File: src/ddc_cfg_pkg.sv
package ddc_cfg_pkg;
    // device register map: addr[8] selects the decimation page
    localparam int CFG_AW = 9;
    localparam int PAGE_BIT = 8;
    localparam logic [7:0] OFS_MODE_BC = 8'h00;
    localparam logic [7:0] OFS_BC_FILT = 8'h01;
    localparam logic [7:0] OFS_AD = 8'h02;
    localparam logic [7:0] OFS_IL_BYP = 8'h18;
    localparam logic [7:0] OFS_DC_LOOP = 8'h68;
    localparam logic [7:0] MASK_MODE_BC = 8'hff;
    localparam logic [7:0] MASK_BC_FILT = 8'h0f;
    localparam logic [7:0] MASK_AD = 8'h3f;
    localparam logic [7:0] MASK_IL_BYP = 8'h03;
    localparam logic [7:0] MASK_DC_LOOP = 8'h06;
    localparam logic [7:0] RST_CFG = 8'h00;
    // field positions
    localparam int MODE_LSB = 0;
    localparam int BC_TUNE_LSB = 4;
    localparam int BC_COARSE_BIT = 0;
    localparam int BC_HP_BIT = 1;
    localparam int BC_ALWAYS1_BIT = 2;
    localparam int BC_Q6_BIT = 3;
    localparam int AD_TUNE_LSB = 0;
    localparam int AD_COARSE_BIT = 4;
    localparam int AD_HP_BIT = 5;
    localparam int IL_LSB = 0;
    localparam int DC_LSB = 1;
    // mode codes
    localparam logic [3:0] MODE_QUARTER = 4'h0;
    localparam logic [3:0] MODE_REAL_FILT = 4'h2;
    localparam logic [3:0] MODE_FINE_REAL = 4'h4;
    localparam logic [3:0] MODE_FINE_CPLX = 4'h5;
    localparam logic [3:0] MODE_FINE_DEC4 = 4'h6;
    localparam logic [3:0] MODE_FINE_ZERO = 4'h7;
    localparam logic [3:0] MODE_PASS = 4'h8;
    localparam logic [1:0] CORR_ON = 2'b00;
    localparam logic [1:0] CORR_OFF = 2'b11;
    localparam logic [3:0] QUARTER_POS = 4'h4;
    localparam logic [3:0] QUARTER_NEG = 4'hc;
    localparam int DC_SHIFT = 6;
    localparam int IL_SHIFT = 4;
    // controller register map
    localparam int HOST_AW = 3;
    localparam logic [2:0] HOST_OFS_MODE_BC = 3'h0;
    localparam logic [2:0] HOST_OFS_BC_FILT = 3'h1;
    localparam logic [2:0] HOST_OFS_AD = 3'h2;
    localparam logic [2:0] HOST_OFS_CTRL = 3'h3;
    localparam logic [2:0] HOST_OFS_STATUS = 3'h4;
    localparam int CTRL_TEST_BIT = 0;
    localparam int CTRL_ILRST_BIT = 1;

    function automatic logic mode_legal(input logic [3:0] m);
        mode_legal = (m == MODE_QUARTER) || (m == MODE_REAL_FILT) || (m == MODE_FINE_REAL)
            || (m == MODE_FINE_CPLX) || (m == MODE_FINE_DEC4) || (m == MODE_FINE_ZERO)
            || (m == MODE_PASS);
    endfunction : mode_legal

    // magnitude of cos at quadrant offset 4-r
    function automatic logic signed [7:0] cos16_tail(input logic [1:0] r);
        case (r)
            2'd1: cos16_tail = 8'sh31;
            2'd2: cos16_tail = 8'sh5a;
            default: cos16_tail = 8'sh75;
        endcase
    endfunction : cos16_tail

    // cos(2*pi*k/16) scaled by 127
    function automatic logic signed [7:0] cos16(input logic [3:0] k);
        logic [1:0] r;
        logic signed [7:0] mag;
        r = k[1:0];
        case (r)
            2'd0: mag = 8'sh7f;
            2'd1: mag = 8'sh75;
            2'd2: mag = 8'sh5a;
            default: mag = 8'sh31;
        endcase
        case (k[3:2])
            2'd0: cos16 = (r == 2'd0) ? 8'sh7f : mag;
            2'd1: cos16 = (r == 2'd0) ? 8'sh00 : -cos16_tail(r);
            2'd2: cos16 = -mag;
            default: cos16 = (r == 2'd0) ? 8'sh00 : cos16_tail(r);
        endcase
    endfunction : cos16
endpackage : ddc_cfg_pkg

File: src/ddc_link_if.sv
`timescale 1ns/1ps
interface ddc_link_if #(parameter int SMP_W = 14) (input wire logic clk_sys);
    logic [ddc_cfg_pkg::CFG_AW-1:0] cfg_addr;
    logic [7:0] cfg_wdata;
    logic cfg_wr;
    logic cfg_rd;
    logic [7:0] cfg_rdata;
    logic interleave_engine_reset;
    logic smp_valid;
    logic [3:0][SMP_W-1:0] smp;
    logic [3:0] out_valid;
    logic [3:0][15:0] out_i;
    logic [3:0][15:0] out_q;

    modport dev (input cfg_addr, cfg_wdata, cfg_wr, cfg_rd, interleave_engine_reset,
        smp_valid, smp, output cfg_rdata, out_valid, out_i, out_q);
    modport ctl (output cfg_addr, cfg_wdata, cfg_wr, cfg_rd, interleave_engine_reset,
        smp_valid, smp, input cfg_rdata, out_valid, out_i, out_q);
endinterface : ddc_link_if

File: src/ddc_device.sv
`timescale 1ns/1ps
module ddc_device #(
    parameter int SMP_W = 14
) (
    input wire logic clk_sys,
    input wire logic rst,
    ddc_link_if.dev link
);
    import ddc_cfg_pkg::*;

    if (SMP_W < 4 || SMP_W > 16)
    begin : gen_bad_smp_w
        $error("SMP_W must be 4..16");
    end

    typedef struct packed {
        logic [7:0] mode_bc;
        logic [7:0] bc_filt;
        logic [7:0] ad;
        logic [7:0] il_byp;
        logic [7:0] dc_loop;
        logic il_rst_seen;
        logic [7:0] rdata;
        logic [3:0][3:0] ph;
        logic [3:0][15:0] dc;
        logic [3:0][15:0] il;
        logic smp_odd;
        logic [1:0] dcnt;
        logic [3:0][17:0] acc_i;
        logic [3:0][17:0] acc_q;
        logic [3:0] ovalid;
        logic [3:0][15:0] oi;
        logic [3:0][15:0] oq;
    } dev_state_t;

    dev_state_t s_ff;
    dev_state_t nxt_s;

    function automatic logic signed [15:0] mul_lo(input logic signed [15:0] x,
        input logic signed [7:0] c);
        logic signed [23:0] p;
        p = x * c;
        mul_lo = p[22:7];
    endfunction : mul_lo

    // true when channel belongs to the A/D pair
    function automatic logic pair_ad(input int ch);
        pair_ad = (ch == 0) || (ch == 3);
    endfunction : pair_ad

    logic [3:0] mode;
    logic [1:0] il_field;
    logic [1:0] dc_field;
    logic mix_on;
    logic [1:0] dec_last;
    logic [7:0] waddr;

    always_comb
    begin
        logic signed [15:0] x;
        logic signed [15:0] xc;
        logic signed [16:0] t;
        logic signed [15:0] mi;
        logic signed [15:0] mq;
        logic signed [17:0] si;
        logic signed [17:0] sq;
        logic [3:0] step;
        logic coarse;
        logic hp;
        x = '0;
        xc = '0;
        t = '0;
        mi = '0;
        mq = '0;
        si = '0;
        sq = '0;
        step = '0;
        coarse = 1'b0;
        hp = 1'b0;
        nxt_s = s_ff;
        mode = s_ff.mode_bc[MODE_LSB +: 4];
        il_field = s_ff.il_byp[IL_LSB +: 2];
        dc_field = s_ff.dc_loop[DC_LSB +: 2];
        mix_on = (mode == MODE_QUARTER) || (mode == MODE_FINE_REAL)
            || (mode == MODE_FINE_CPLX) || (mode == MODE_FINE_DEC4) || (mode == MODE_FINE_ZERO);
        dec_last = (mode == MODE_FINE_DEC4) ? 2'd3 : ((mode == MODE_PASS) ? 2'd0 : 2'd1);
        waddr = link.cfg_addr[7:0];
        nxt_s.ovalid = '0;
        nxt_s.rdata = '0;

        // reserved positions are masked on write and so read back zero
        if (link.cfg_wr)
        begin
            if (link.cfg_addr[PAGE_BIT])
            begin
                case (waddr)
                    OFS_MODE_BC: nxt_s.mode_bc = link.cfg_wdata & MASK_MODE_BC;
                    OFS_BC_FILT: nxt_s.bc_filt = link.cfg_wdata & MASK_BC_FILT;
                    OFS_AD: nxt_s.ad = link.cfg_wdata & MASK_AD;
                    default: ;
                endcase
            end
            else
            begin
                case (waddr)
                    OFS_IL_BYP: nxt_s.il_byp = link.cfg_wdata & MASK_IL_BYP;
                    OFS_DC_LOOP: nxt_s.dc_loop = link.cfg_wdata & MASK_DC_LOOP;
                    default: ;
                endcase
            end
        end
        if (link.cfg_rd)
        begin
            if (link.cfg_addr[PAGE_BIT])
            begin
                case (waddr)
                    OFS_MODE_BC: nxt_s.rdata = s_ff.mode_bc;
                    OFS_BC_FILT: nxt_s.rdata = s_ff.bc_filt;
                    OFS_AD: nxt_s.rdata = s_ff.ad;
                    default: nxt_s.rdata = '0;
                endcase
            end
            else
            begin
                case (waddr)
                    OFS_IL_BYP: nxt_s.rdata = s_ff.il_byp;
                    OFS_DC_LOOP: nxt_s.rdata = s_ff.dc_loop;
                    default: nxt_s.rdata = '0;
                endcase
            end
        end

        if (link.smp_valid)
        begin
            nxt_s.smp_odd = ~s_ff.smp_odd;
            nxt_s.dcnt = (s_ff.dcnt >= dec_last) ? 2'd0 : s_ff.dcnt + 2'd1;
            for (int ch = 0; ch < 4; ch++)
            begin
                x = 16'(signed'(link.smp[ch]));
                xc = x;
                // even/odd mismatch estimate, half applied with opposite sign per phase
                if (il_field == CORR_ON)
                begin
                    t = s_ff.smp_odd ? 17'(x) - 17'(signed'(s_ff.il[ch]))
                        : -17'(x) - 17'(signed'(s_ff.il[ch]));
                    nxt_s.il[ch] = 16'(signed'(s_ff.il[ch]) + (t >>> IL_SHIFT));
                    xc = s_ff.smp_odd ? 16'(xc - (signed'(s_ff.il[ch]) >>> 1))
                        : 16'(xc + (signed'(s_ff.il[ch]) >>> 1));
                end
                // dc estimator only adapts while the loop runs; 01/10 leave it stopped
                if (dc_field == CORR_ON)
                begin
                    t = 17'(x) - 17'(signed'(s_ff.dc[ch]));
                    nxt_s.dc[ch] = 16'(signed'(s_ff.dc[ch]) + (t >>> DC_SHIFT));
                    xc = 16'(xc - signed'(s_ff.dc[ch]));
                end
                coarse = pair_ad(ch) ? s_ff.ad[AD_COARSE_BIT] : s_ff.bc_filt[BC_COARSE_BIT];
                hp = pair_ad(ch) ? s_ff.ad[AD_HP_BIT] : s_ff.bc_filt[BC_HP_BIT];
                if (mode == MODE_QUARTER)
                begin
                    step = coarse ? QUARTER_NEG : QUARTER_POS;
                end
                else
                begin
                    step = pair_ad(ch) ? s_ff.ad[AD_TUNE_LSB +: 4]
                        : s_ff.mode_bc[BC_TUNE_LSB +: 4];
                end
                nxt_s.ph[ch] = s_ff.ph[ch] + step;
                if (mix_on)
                begin
                    mi = mul_lo(xc, cos16(s_ff.ph[ch]));
                    mq = -mul_lo(xc, cos16(s_ff.ph[ch] - 4'h4));
                end
                else
                begin
                    mi = xc;
                    mq = '0;
                    if (mode == MODE_REAL_FILT && hp && s_ff.dcnt[0])
                    begin
                        mi = -xc;
                    end
                end
                si = signed'(s_ff.acc_i[ch]) + 18'(mi);
                sq = signed'(s_ff.acc_q[ch]) + 18'(mq);
                if (!mode_legal(mode))
                begin
                    nxt_s.acc_i[ch] = '0;
                    nxt_s.acc_q[ch] = '0;
                end
                else if (s_ff.dcnt >= dec_last)
                begin
                    nxt_s.acc_i[ch] = '0;
                    nxt_s.acc_q[ch] = '0;
                    nxt_s.ovalid[ch] = 1'b1;
                    if (mode == MODE_FINE_DEC4)
                    begin
                        nxt_s.oi[ch] = si[17:2];
                        nxt_s.oq[ch] = sq[17:2];
                    end
                    else if (mode == MODE_PASS)
                    begin
                        nxt_s.oi[ch] = mi;
                        nxt_s.oq[ch] = '0;
                    end
                    else
                    begin
                        nxt_s.oi[ch] = si[16:1];
                        nxt_s.oq[ch] = (mode == MODE_QUARTER || mode == MODE_FINE_CPLX)
                            ? sq[16:1] : 16'h0000;
                    end
                end
                else
                begin
                    nxt_s.acc_i[ch] = si;
                    nxt_s.acc_q[ch] = sq;
                    if (mode == MODE_FINE_ZERO)
                    begin
                        nxt_s.ovalid[ch] = 1'b1;
                        nxt_s.oi[ch] = '0;
                        nxt_s.oq[ch] = '0;
                    end
                end
            end
        end

        // engine reset acts on the falling edge of the pulse and wins over writes
        nxt_s.il_rst_seen = link.interleave_engine_reset;
        if (s_ff.il_rst_seen && !link.interleave_engine_reset)
        begin
            nxt_s.il_byp = RST_CFG;
            nxt_s.dc_loop = RST_CFG;
            nxt_s.il = '0;
            nxt_s.dc = '0;
        end
    end

    always_ff @(posedge clk_sys)
    begin
        if (rst)
        begin
            s_ff <= '0;
        end
        else
        begin
            s_ff <= nxt_s;
        end
    end

    assign link.cfg_rdata = s_ff.rdata;
    assign link.out_valid = s_ff.ovalid;
    assign link.out_i = s_ff.oi;
    assign link.out_q = s_ff.oq;
endmodule : ddc_device

File: src/flat_wrapper.sv
// flat-port wrapper written by rule: the top's interface ports become plain ports
module ddc_device_flat import ddc_cfg_pkg::*;
#(
    parameter int SMP_W = 14
)
  (clk_sys, rst, link_cfg_addr, link_cfg_wdata, link_cfg_wr, link_cfg_rd, link_interleave_engine_reset, link_smp_valid, link_smp, link_cfg_rdata, link_out_valid, link_out_i, link_out_q);
  ddc_link_if #(.SMP_W(SMP_W)) link_i (.clk_sys(clk_sys));
  input wire logic clk_sys;
  input wire logic rst;
  input wire logic [$bits(link_i.cfg_addr)-1:0] link_cfg_addr;
  input wire logic [$bits(link_i.cfg_wdata)-1:0] link_cfg_wdata;
  input wire logic [$bits(link_i.cfg_wr)-1:0] link_cfg_wr;
  input wire logic [$bits(link_i.cfg_rd)-1:0] link_cfg_rd;
  input wire logic [$bits(link_i.interleave_engine_reset)-1:0] link_interleave_engine_reset;
  input wire logic [$bits(link_i.smp_valid)-1:0] link_smp_valid;
  input wire logic [$bits(link_i.smp)-1:0] link_smp;
  output wire logic [$bits(link_i.cfg_rdata)-1:0] link_cfg_rdata;
  output wire logic [$bits(link_i.out_valid)-1:0] link_out_valid;
  output wire logic [$bits(link_i.out_i)-1:0] link_out_i;
  output wire logic [$bits(link_i.out_q)-1:0] link_out_q;
  assign link_i.cfg_addr = link_cfg_addr;
  assign link_i.cfg_wdata = link_cfg_wdata;
  assign link_i.cfg_wr = link_cfg_wr;
  assign link_i.cfg_rd = link_cfg_rd;
  assign link_i.interleave_engine_reset = link_interleave_engine_reset;
  assign link_i.smp_valid = link_smp_valid;
  assign link_i.smp = link_smp;
  assign link_cfg_rdata = link_i.cfg_rdata;
  assign link_out_valid = link_i.out_valid;
  assign link_out_i = link_i.out_i;
  assign link_out_q = link_i.out_q;
  ddc_device #(.SMP_W(SMP_W)) u_core (.clk_sys(clk_sys), .rst(rst), .link(link_i));
endmodule
File: config.mk
export PLATFORM = sky130hd
export DESIGN_NAME = ddc_device_flat
export DESIGN_NICKNAME = d
export VERILOG_FILES = /design/src/ddc_cfg_pkg.sv /design/src/ddc_link_if.sv /design/src/ddc_device.sv /design/src/flat_wrapper.sv
export SDC_FILE = /design/constraint.sdc
export NUM_CORES = 2
export LEC_CHECK = 0
export BUFFER_PORTS_ARGS = -buffer_cell sky130_fd_sc_hd__buf_4
export CAP_MARGIN = 20
export CORE_MARGIN = 3
export CORE_UTILIZATION = 45
export DETAILED_ROUTE_END_ITERATION = 16
export GPL_ROUTABILITY_DRIVEN = 0
export SYNTH_ARGS = -nofsm -noshare
export SYNTH_HDL_FRONTEND = slang
export SYNTH_SLANG_ARGS = --single-unit
File: constraint.sdc
create_clock -name clk_sys -period 16.6 [get_ports clk_sys]
set_input_delay 3.32 -clock clk_sys [delete_from_list [all_inputs] [get_ports clk_sys]]
set_output_delay 3.32 -clock clk_sys [all_outputs]
set_load 0.02 [all_outputs]
Yosys cells after proc, flatten, opt, wreduce, memory -nomap -nowiden

Cells that the tools add are included.

Register bits after elaboration: 451
Bits of input ports: 79

Add/sub/neg operators: 77
$mul: 8
$lt $le $gt $ge: 1
Eq/ne operators: 42
Mux-type cells: 208
Bitwise logic cells: 4
Reduce and logical (&&, ||, !) cells: 49

Operators by type and width:

| operator           | number |
|---|---|
| $mux 16            | 69 |
| $mux 8             | 73 |
| $mux 18            | 16 |
| $pmux 8 s3         | 9 |
| $mul 16x8->23      | 8 |
| $pmux 7 s3         | 8 |
| $add 18x16->18     | 8 |
| $sub 14x16->17     | 8 |
| $neg 16->16        | 8 |
| $neg 8->8          | 16 |
| $pmux 7 s2         | 8 |
| $mux 17            | 4 |
| $neg 14->17        | 4 |
| $sub 17x16->17     | 4 |
| $add 14x15->16     | 4 |
| $add 16x11->16     | 4 |
| $add 16x13->16     | 4 |
| $sub 14x15->16     | 4 |
| $sub 16x16->16     | 4 |
| $mux 7             | 8 |
| $logic_not 2->1    | 18 |
| $eq 2x1->1 const B | 16 |
| $eq 2x2->1 const B | 16 |
| $mux 4             | 6 |
| other kinds (24)   | 62 |

Logic depth before layout (Yosys ltp)

Word-level depth: 21
Gate-level depth with buffers: 59
Depth with buffers taken out: 55

Least setup slack after synthesis

OpenSTA, ideal clock, no wires.

Kind: input port to flip-flop
Start point: in link_smp[14]
End point: reg u_core.s_ff, in the netlist u_core.link.out_q[31]
Data arrival time: 13653 ps
Slack: 2812 ps
Stages: 42
Path buffers: 1
Path through: inv_1 > ha_1 > inv_1 > fa_1 > a211oi_1 > o21ai_0 > a31oi_1 > xor2_1 > o21ai_0 > ha_1 > a21oi_1 > o21bai_1 > a2111oi_0 > nor2_1 > xor2_1 > a221oi_1 > clkbuf_1 > nor2_1 > (+6 left out) > ha_1 > nand2_1 > nor2_1 > a221oi_1 > o31ai_2 > a211o_1 > a311o_1 > or3b_1 > a311oi_2 > xor2_1 > mux2i_1 > ha_1 > or2_2 > a21oi_1 > a31oi_1 > xor2_1 > xnor2_1 > o221ai_1

Cells in the longest elaborated chain, start to end: 16
Elaborated cells on any way between the ends: 17
Classes of those cells: add/sub (5); mul (1); mux (11)

RTL lines:

| element                                                 | RTL line                             | RTL |
|---|---|---|
| start: declaration                                      | flat_wrapper.sv:16                   | `input wire logic [$bits(link_i.smp)-1:0] link_smp;` |
| $add 14x15->16 / $sub 14x15->16 (equally long branches) | ddc_device.sv:148, ddc_device.sv:147 |  |
| $mux 16                                                 | ddc_device.sv:147                    | `xc = s_ff.smp_odd ? 16'(xc - (signed'(s_ff.il[ch]) >>> 1))` |
| $mux 16 *                                               | ddc_device.sv:142                    | `if (il_field == CORR_ON)` |
| $mux 16 *                                               | ddc_device.sv:133                    | `if (link.smp_valid)` |
| $sub 16x16->16                                          | ddc_device.sv:155                    | `xc = 16'(xc - signed'(s_ff.dc[ch]));` |
| $mux 16 *                                               | ddc_device.sv:151                    | `if (dc_field == CORR_ON)` |
| $mux 16 *                                               | ddc_device.sv:133                    |  |
| $mul 16x8->23 *                                         | ddc_device.sv:42                     | `p = x * c;` |
| $neg 16->16 *                                           | ddc_device.sv:172                    | `mq = -mul_lo(xc, cos16(s_ff.ph[ch] - 4'h4));` |
| $mux 16 *                                               | ddc_device.sv:169                    | `if (mix_on)` |
| $mux 16 *                                               | ddc_device.sv:133                    |  |
| $add 18x16->18 *                                        | ddc_device.sv:184                    | `sq = signed'(s_ff.acc_q[ch]) + 18'(mq);` |
| $mux 16                                                 | ddc_device.sv:209                    | `? sq[16:1] : 16'h0000;` |
| $mux 16                                                 | ddc_device.sv:200                    | `else if (mode == MODE_PASS)` |
| $mux 16 *                                               | ddc_device.sv:195                    | `if (mode == MODE_FINE_DEC4)` |
| $mux 16 *                                               | ddc_device.sv:190                    | `else if (s_ff.dcnt >= dec_last)` |
| end signal: assignment                                  | ddc_device.sv:245                    | `s_ff <= nxt_s;` |
| end: declaration                                        | ddc_device.sv:36                     | `dev_state_t s_ff;` |

Mark *: on every way between the ends. The rest lies on a longest branch, timed or not. The select of a mux whose other input is x is not followed.
A chain may end at the register's enable or synchronous reset.

Worst setup path in the final report

Start point: in link_smp[42]
End point: reg u_core.s_ff[203] in the netlist's numbering

Cells in the longest elaborated chain, start to end: 14
Elaborated cells on any way between the ends: 15
Classes of those cells: add/sub (5); mul (1); mux (9)

RTL lines:

| element                                                 | RTL line                             | RTL |
|---|---|---|
| $add 14x15->16 / $sub 14x15->16 (equally long branches) | ddc_device.sv:148, ddc_device.sv:147 |  |
| $mux 16                                                 | ddc_device.sv:147                    |  |
| $mux 16 *                                               | ddc_device.sv:142                    |  |
| $mux 16 *                                               | ddc_device.sv:133                    |  |
| $sub 16x16->16                                          | ddc_device.sv:155                    |  |
| $mux 16 *                                               | ddc_device.sv:151                    |  |
| $mux 16 *                                               | ddc_device.sv:133                    |  |
| $mul 16x8->23 *                                         | ddc_device.sv:42                     |  |
| $neg 16->16 *                                           | ddc_device.sv:172                    |  |
| $mux 16 *                                               | ddc_device.sv:169                    |  |
| $mux 16 *                                               | ddc_device.sv:133                    |  |
| $add 18x16->18 *                                        | ddc_device.sv:184                    |  |
| $mux 18 *                                               | ddc_device.sv:190                    |  |
| $mux 18 *                                               | ddc_device.sv:185                    | `if (!mode_legal(mode))` |

Marks and branches as above.

==> flow_summary.json <==
{
  "grt_max_degree": 153,
  "drtIter0Drc": 5056,
  "fill_cells": 18100,
  "syn-num-nets": 12700,
  "hold_buffers": 0,
  "synth_top_cell_by_area": "fa_1",
  "die_area_sq_um": 190000,
  "fin_crit_ns": 14.68,
  "drtAntennaViolNets": 0,
  "io_pins": 219,
  "hold_violations": 0,
  "cts_sinks": 451,
  "core_sq_um": 183000,
  "maxSlewHeadroom_pct": 19.2,
  "fin_setup_tns_ns": 0,
  "tightest_slew_ns": 1.21,
  "worstSetupStartpointType": "input port",
  "rsz0062_at_grt": "no",
  "skew_ns": 0.0295,
  "cts.repair.resized": 0,
  "cts_root_buf": "clkbuf_16",
  "synth_most_common_cell": "nor2_1",
  "wl_met3_mm": 10.5,
  "crit_path_frequent_cell": "inv_1",
  "ys_warn_count": 0,
  "fin_area_sq_um": 88900,
  "slowest_stage": "o41ai_1",
  "postSynthAreaPerCell_sq_um": 7.75,
  "rrSetupSlack_ns": 3.14,
  "slowest_delay_ns": 0.69,
  "cts_tree": "built",
  "netlist_top_cells_count": "nor2_1, inv_1, ha_1, nand2_1, fa_1",
  "worstSetupEndpointType": "flop",
  "synth_edf_count": 0,
  "cts_buffers": 59,
  "yosysSeqAreaShare_pct": 10.8,
  "cp.required_ns": 17.18,
  "hpwlAfterDp_mm": 205,
  "drive_gt1_share_pct": 6.96,
  "min_path_type": "flop to flop",
  "ys_types": 96,
  "grt_use_total_pct": 27.0,
  "crit_start": "link_smp[42]",
  "syn_to_final_growth_pct": 6.81,
  "overflow": 0,
  "setup_viol": 0,
  "worstHoldEndpoint": "u_core.link.out_q[62]",
  "status": "finished, final reports clean",
  "grt_pass1_vias": 75500,
  "synthCells": 10700,
  "hold_path_startpoint": "u_core.link.out_q[62]",
  "min_path_cells": 2,
  "antenna_found_initial": 5,
  "reg2reg_depth": 48,
  "ys_seq_elements": 451,
  "firstDrtPassIters": 6,
  "wirelength_mm": 260,
  "wl_met1_mm": 108,
  "avgRoutedWirePerCell_um": 19.8,
  "dr_total_vias": 74100,
  "wl_met2_mm": 128,
  "viasPerCell": 5.65,
  "yosysTopAreaCellShare_pct": 19.3,
  "grt_pass1_wl_mm": 414,
  "post-cts-setup-buffers": 0,
  "crit_path_max_fanout": 16,
  "critPathArrivalTime_ns": 15.27,
  "port-buffer-count": 218,
  "rows": 157,
  "r2r-end": "u_core.s_ff[185]",
  "max_cap_violations": 0,
  "highest_layer": "met4",
  "max_freq_mhz": 68.1,
  "clock_latency_ns": 0.70,
  "netlist_top_cells_area": "fa_1, ha_1, dfxtp_1",
  "period_share_pct": 88.4,
  "postSynth.asyncResetShare_pct": 0,
  "drc_errors": 0,
  "clk_pin_slew_ns": 0.06,
  "syn_area_sq_um": 83300,
  "die_w_um": 436,
  "cts_buffer_depth": 3,
  "ys.flop_type": "dfxtp_1",
  "rr_startpoint": "u_core.s_ff[278]",
  "htreeDepth": 2,
  "slew_violations": 0,
  "critPathKind": "input port to flop",
  "placed_area_sq_um": 86800,
  "dieHeight_um": 436,
  "final_nets": 12500,
  "final_util_pct": 48.5,
  "start_util_pct": 45.4
}
[kinds of logic after synthesis]
logic type | after synthesis | share of synthesized area [%]
flops | 451 | 10.8
xor+xnor | 658 | 6.99
buf+inv | 1950 | 9.43
simple gates | 3442 | 18.6
fa+ha+maj | 1834 | 34.8
compound gates | 2286 | 17.8
mux | 126 | 1.54
[per-stage QoR]
step	cells	setup slack [ns]	hold slack [ns]
detailed placement	13000	1.38	0.448
CTS	13100	2.09	0.463
finish	13100	1.92	0.463
global route	13100	1.26	0.491
global placement	13000	1.49	0.436
floorplan	10700	2.81	0.417
[layout make-up]
cell class              instances  area [sq um]  share of cell area, %
multi-input cells            8346         66700                   75.0
clock inverters                39           526                  0.591
well taps                    2464          3080                   3.47
clock buffers                  71          1590                   1.79
inverters                    1380          5190                   5.83
repair buffers                373          2820                   3.17
flip-flops and latches        451          9030                   10.2
diodes                          5          12.5                 0.0141
[state kept, by name, indices dropped and copies added (netlist names)]
signal                 cells
u_core.link.cfg_rdata      8
u_core.link.out_i         64
u_core.link.out_valid      1
u_core.link.out_q         64
u_core.il_field            2
u_core.s_ff              306
u_core.dc_field            2
u_core.mode                4
[routing by layer]
metal | vias to the layer above | GRT usage [%]
li1 | 35500 | -
met1 | 36400 | 32.7
met2 | 1830 | 48.2
met3 | 465 | 2.09
met4 | 0 | 12.9
met5 | - | 0
[worst max-delay path by stage]
stage                             to  slack (ns)  cells past startpoint
2_1_floorplan  u_core.link.out_q[31]        2.81                     42
3_3_place_gp        u_core.s_ff[203]        1.49                     49
3_5_place_dp        u_core.s_ff[203]        1.38                     49
4_1_cts             u_core.s_ff[203]        2.09                     49
5_1_grt             u_core.s_ff[203]        1.26                     47
6_report            u_core.s_ff[203]        1.92                     49
[cells in the final DEF (no fill, tap or decap), types with 187 or more instances in the layout]
cell | Yosys | layout
nand2_1 | 827 | 824
inv_1 | 1374 | 1374
xor2_1 | 216 | 214
xnor2_1 | 438 | 438
a21oi_1 | 717 | 703
fa_1 | 804 | 804
ha_1 | 1030 | 1030
o21ai_0 | 378 | 377
nor2_1 | 1515 | 1507
buf_4 | 140 | 368
nand2b_1 | 187 | 187
dfxtp_1 | 451 | 450
[worst max-delay path: cells and delay by family]
| kind | cells | cell delay (ns) |
|---|---|---|
| simple gates | 15 | 3.29 |
| xor+xnor | 2 | 0.20 |
| buf+inv | 8 | 0.69 |
| mux | 2 | 0.59 |
| compound gates | 13 | 3.81 |
| fa+ha+maj | 9 | 3.35 |
Power is not shown: default switching activity piles up to over one toggle a cycle in this logic, so the estimate is an artifact.
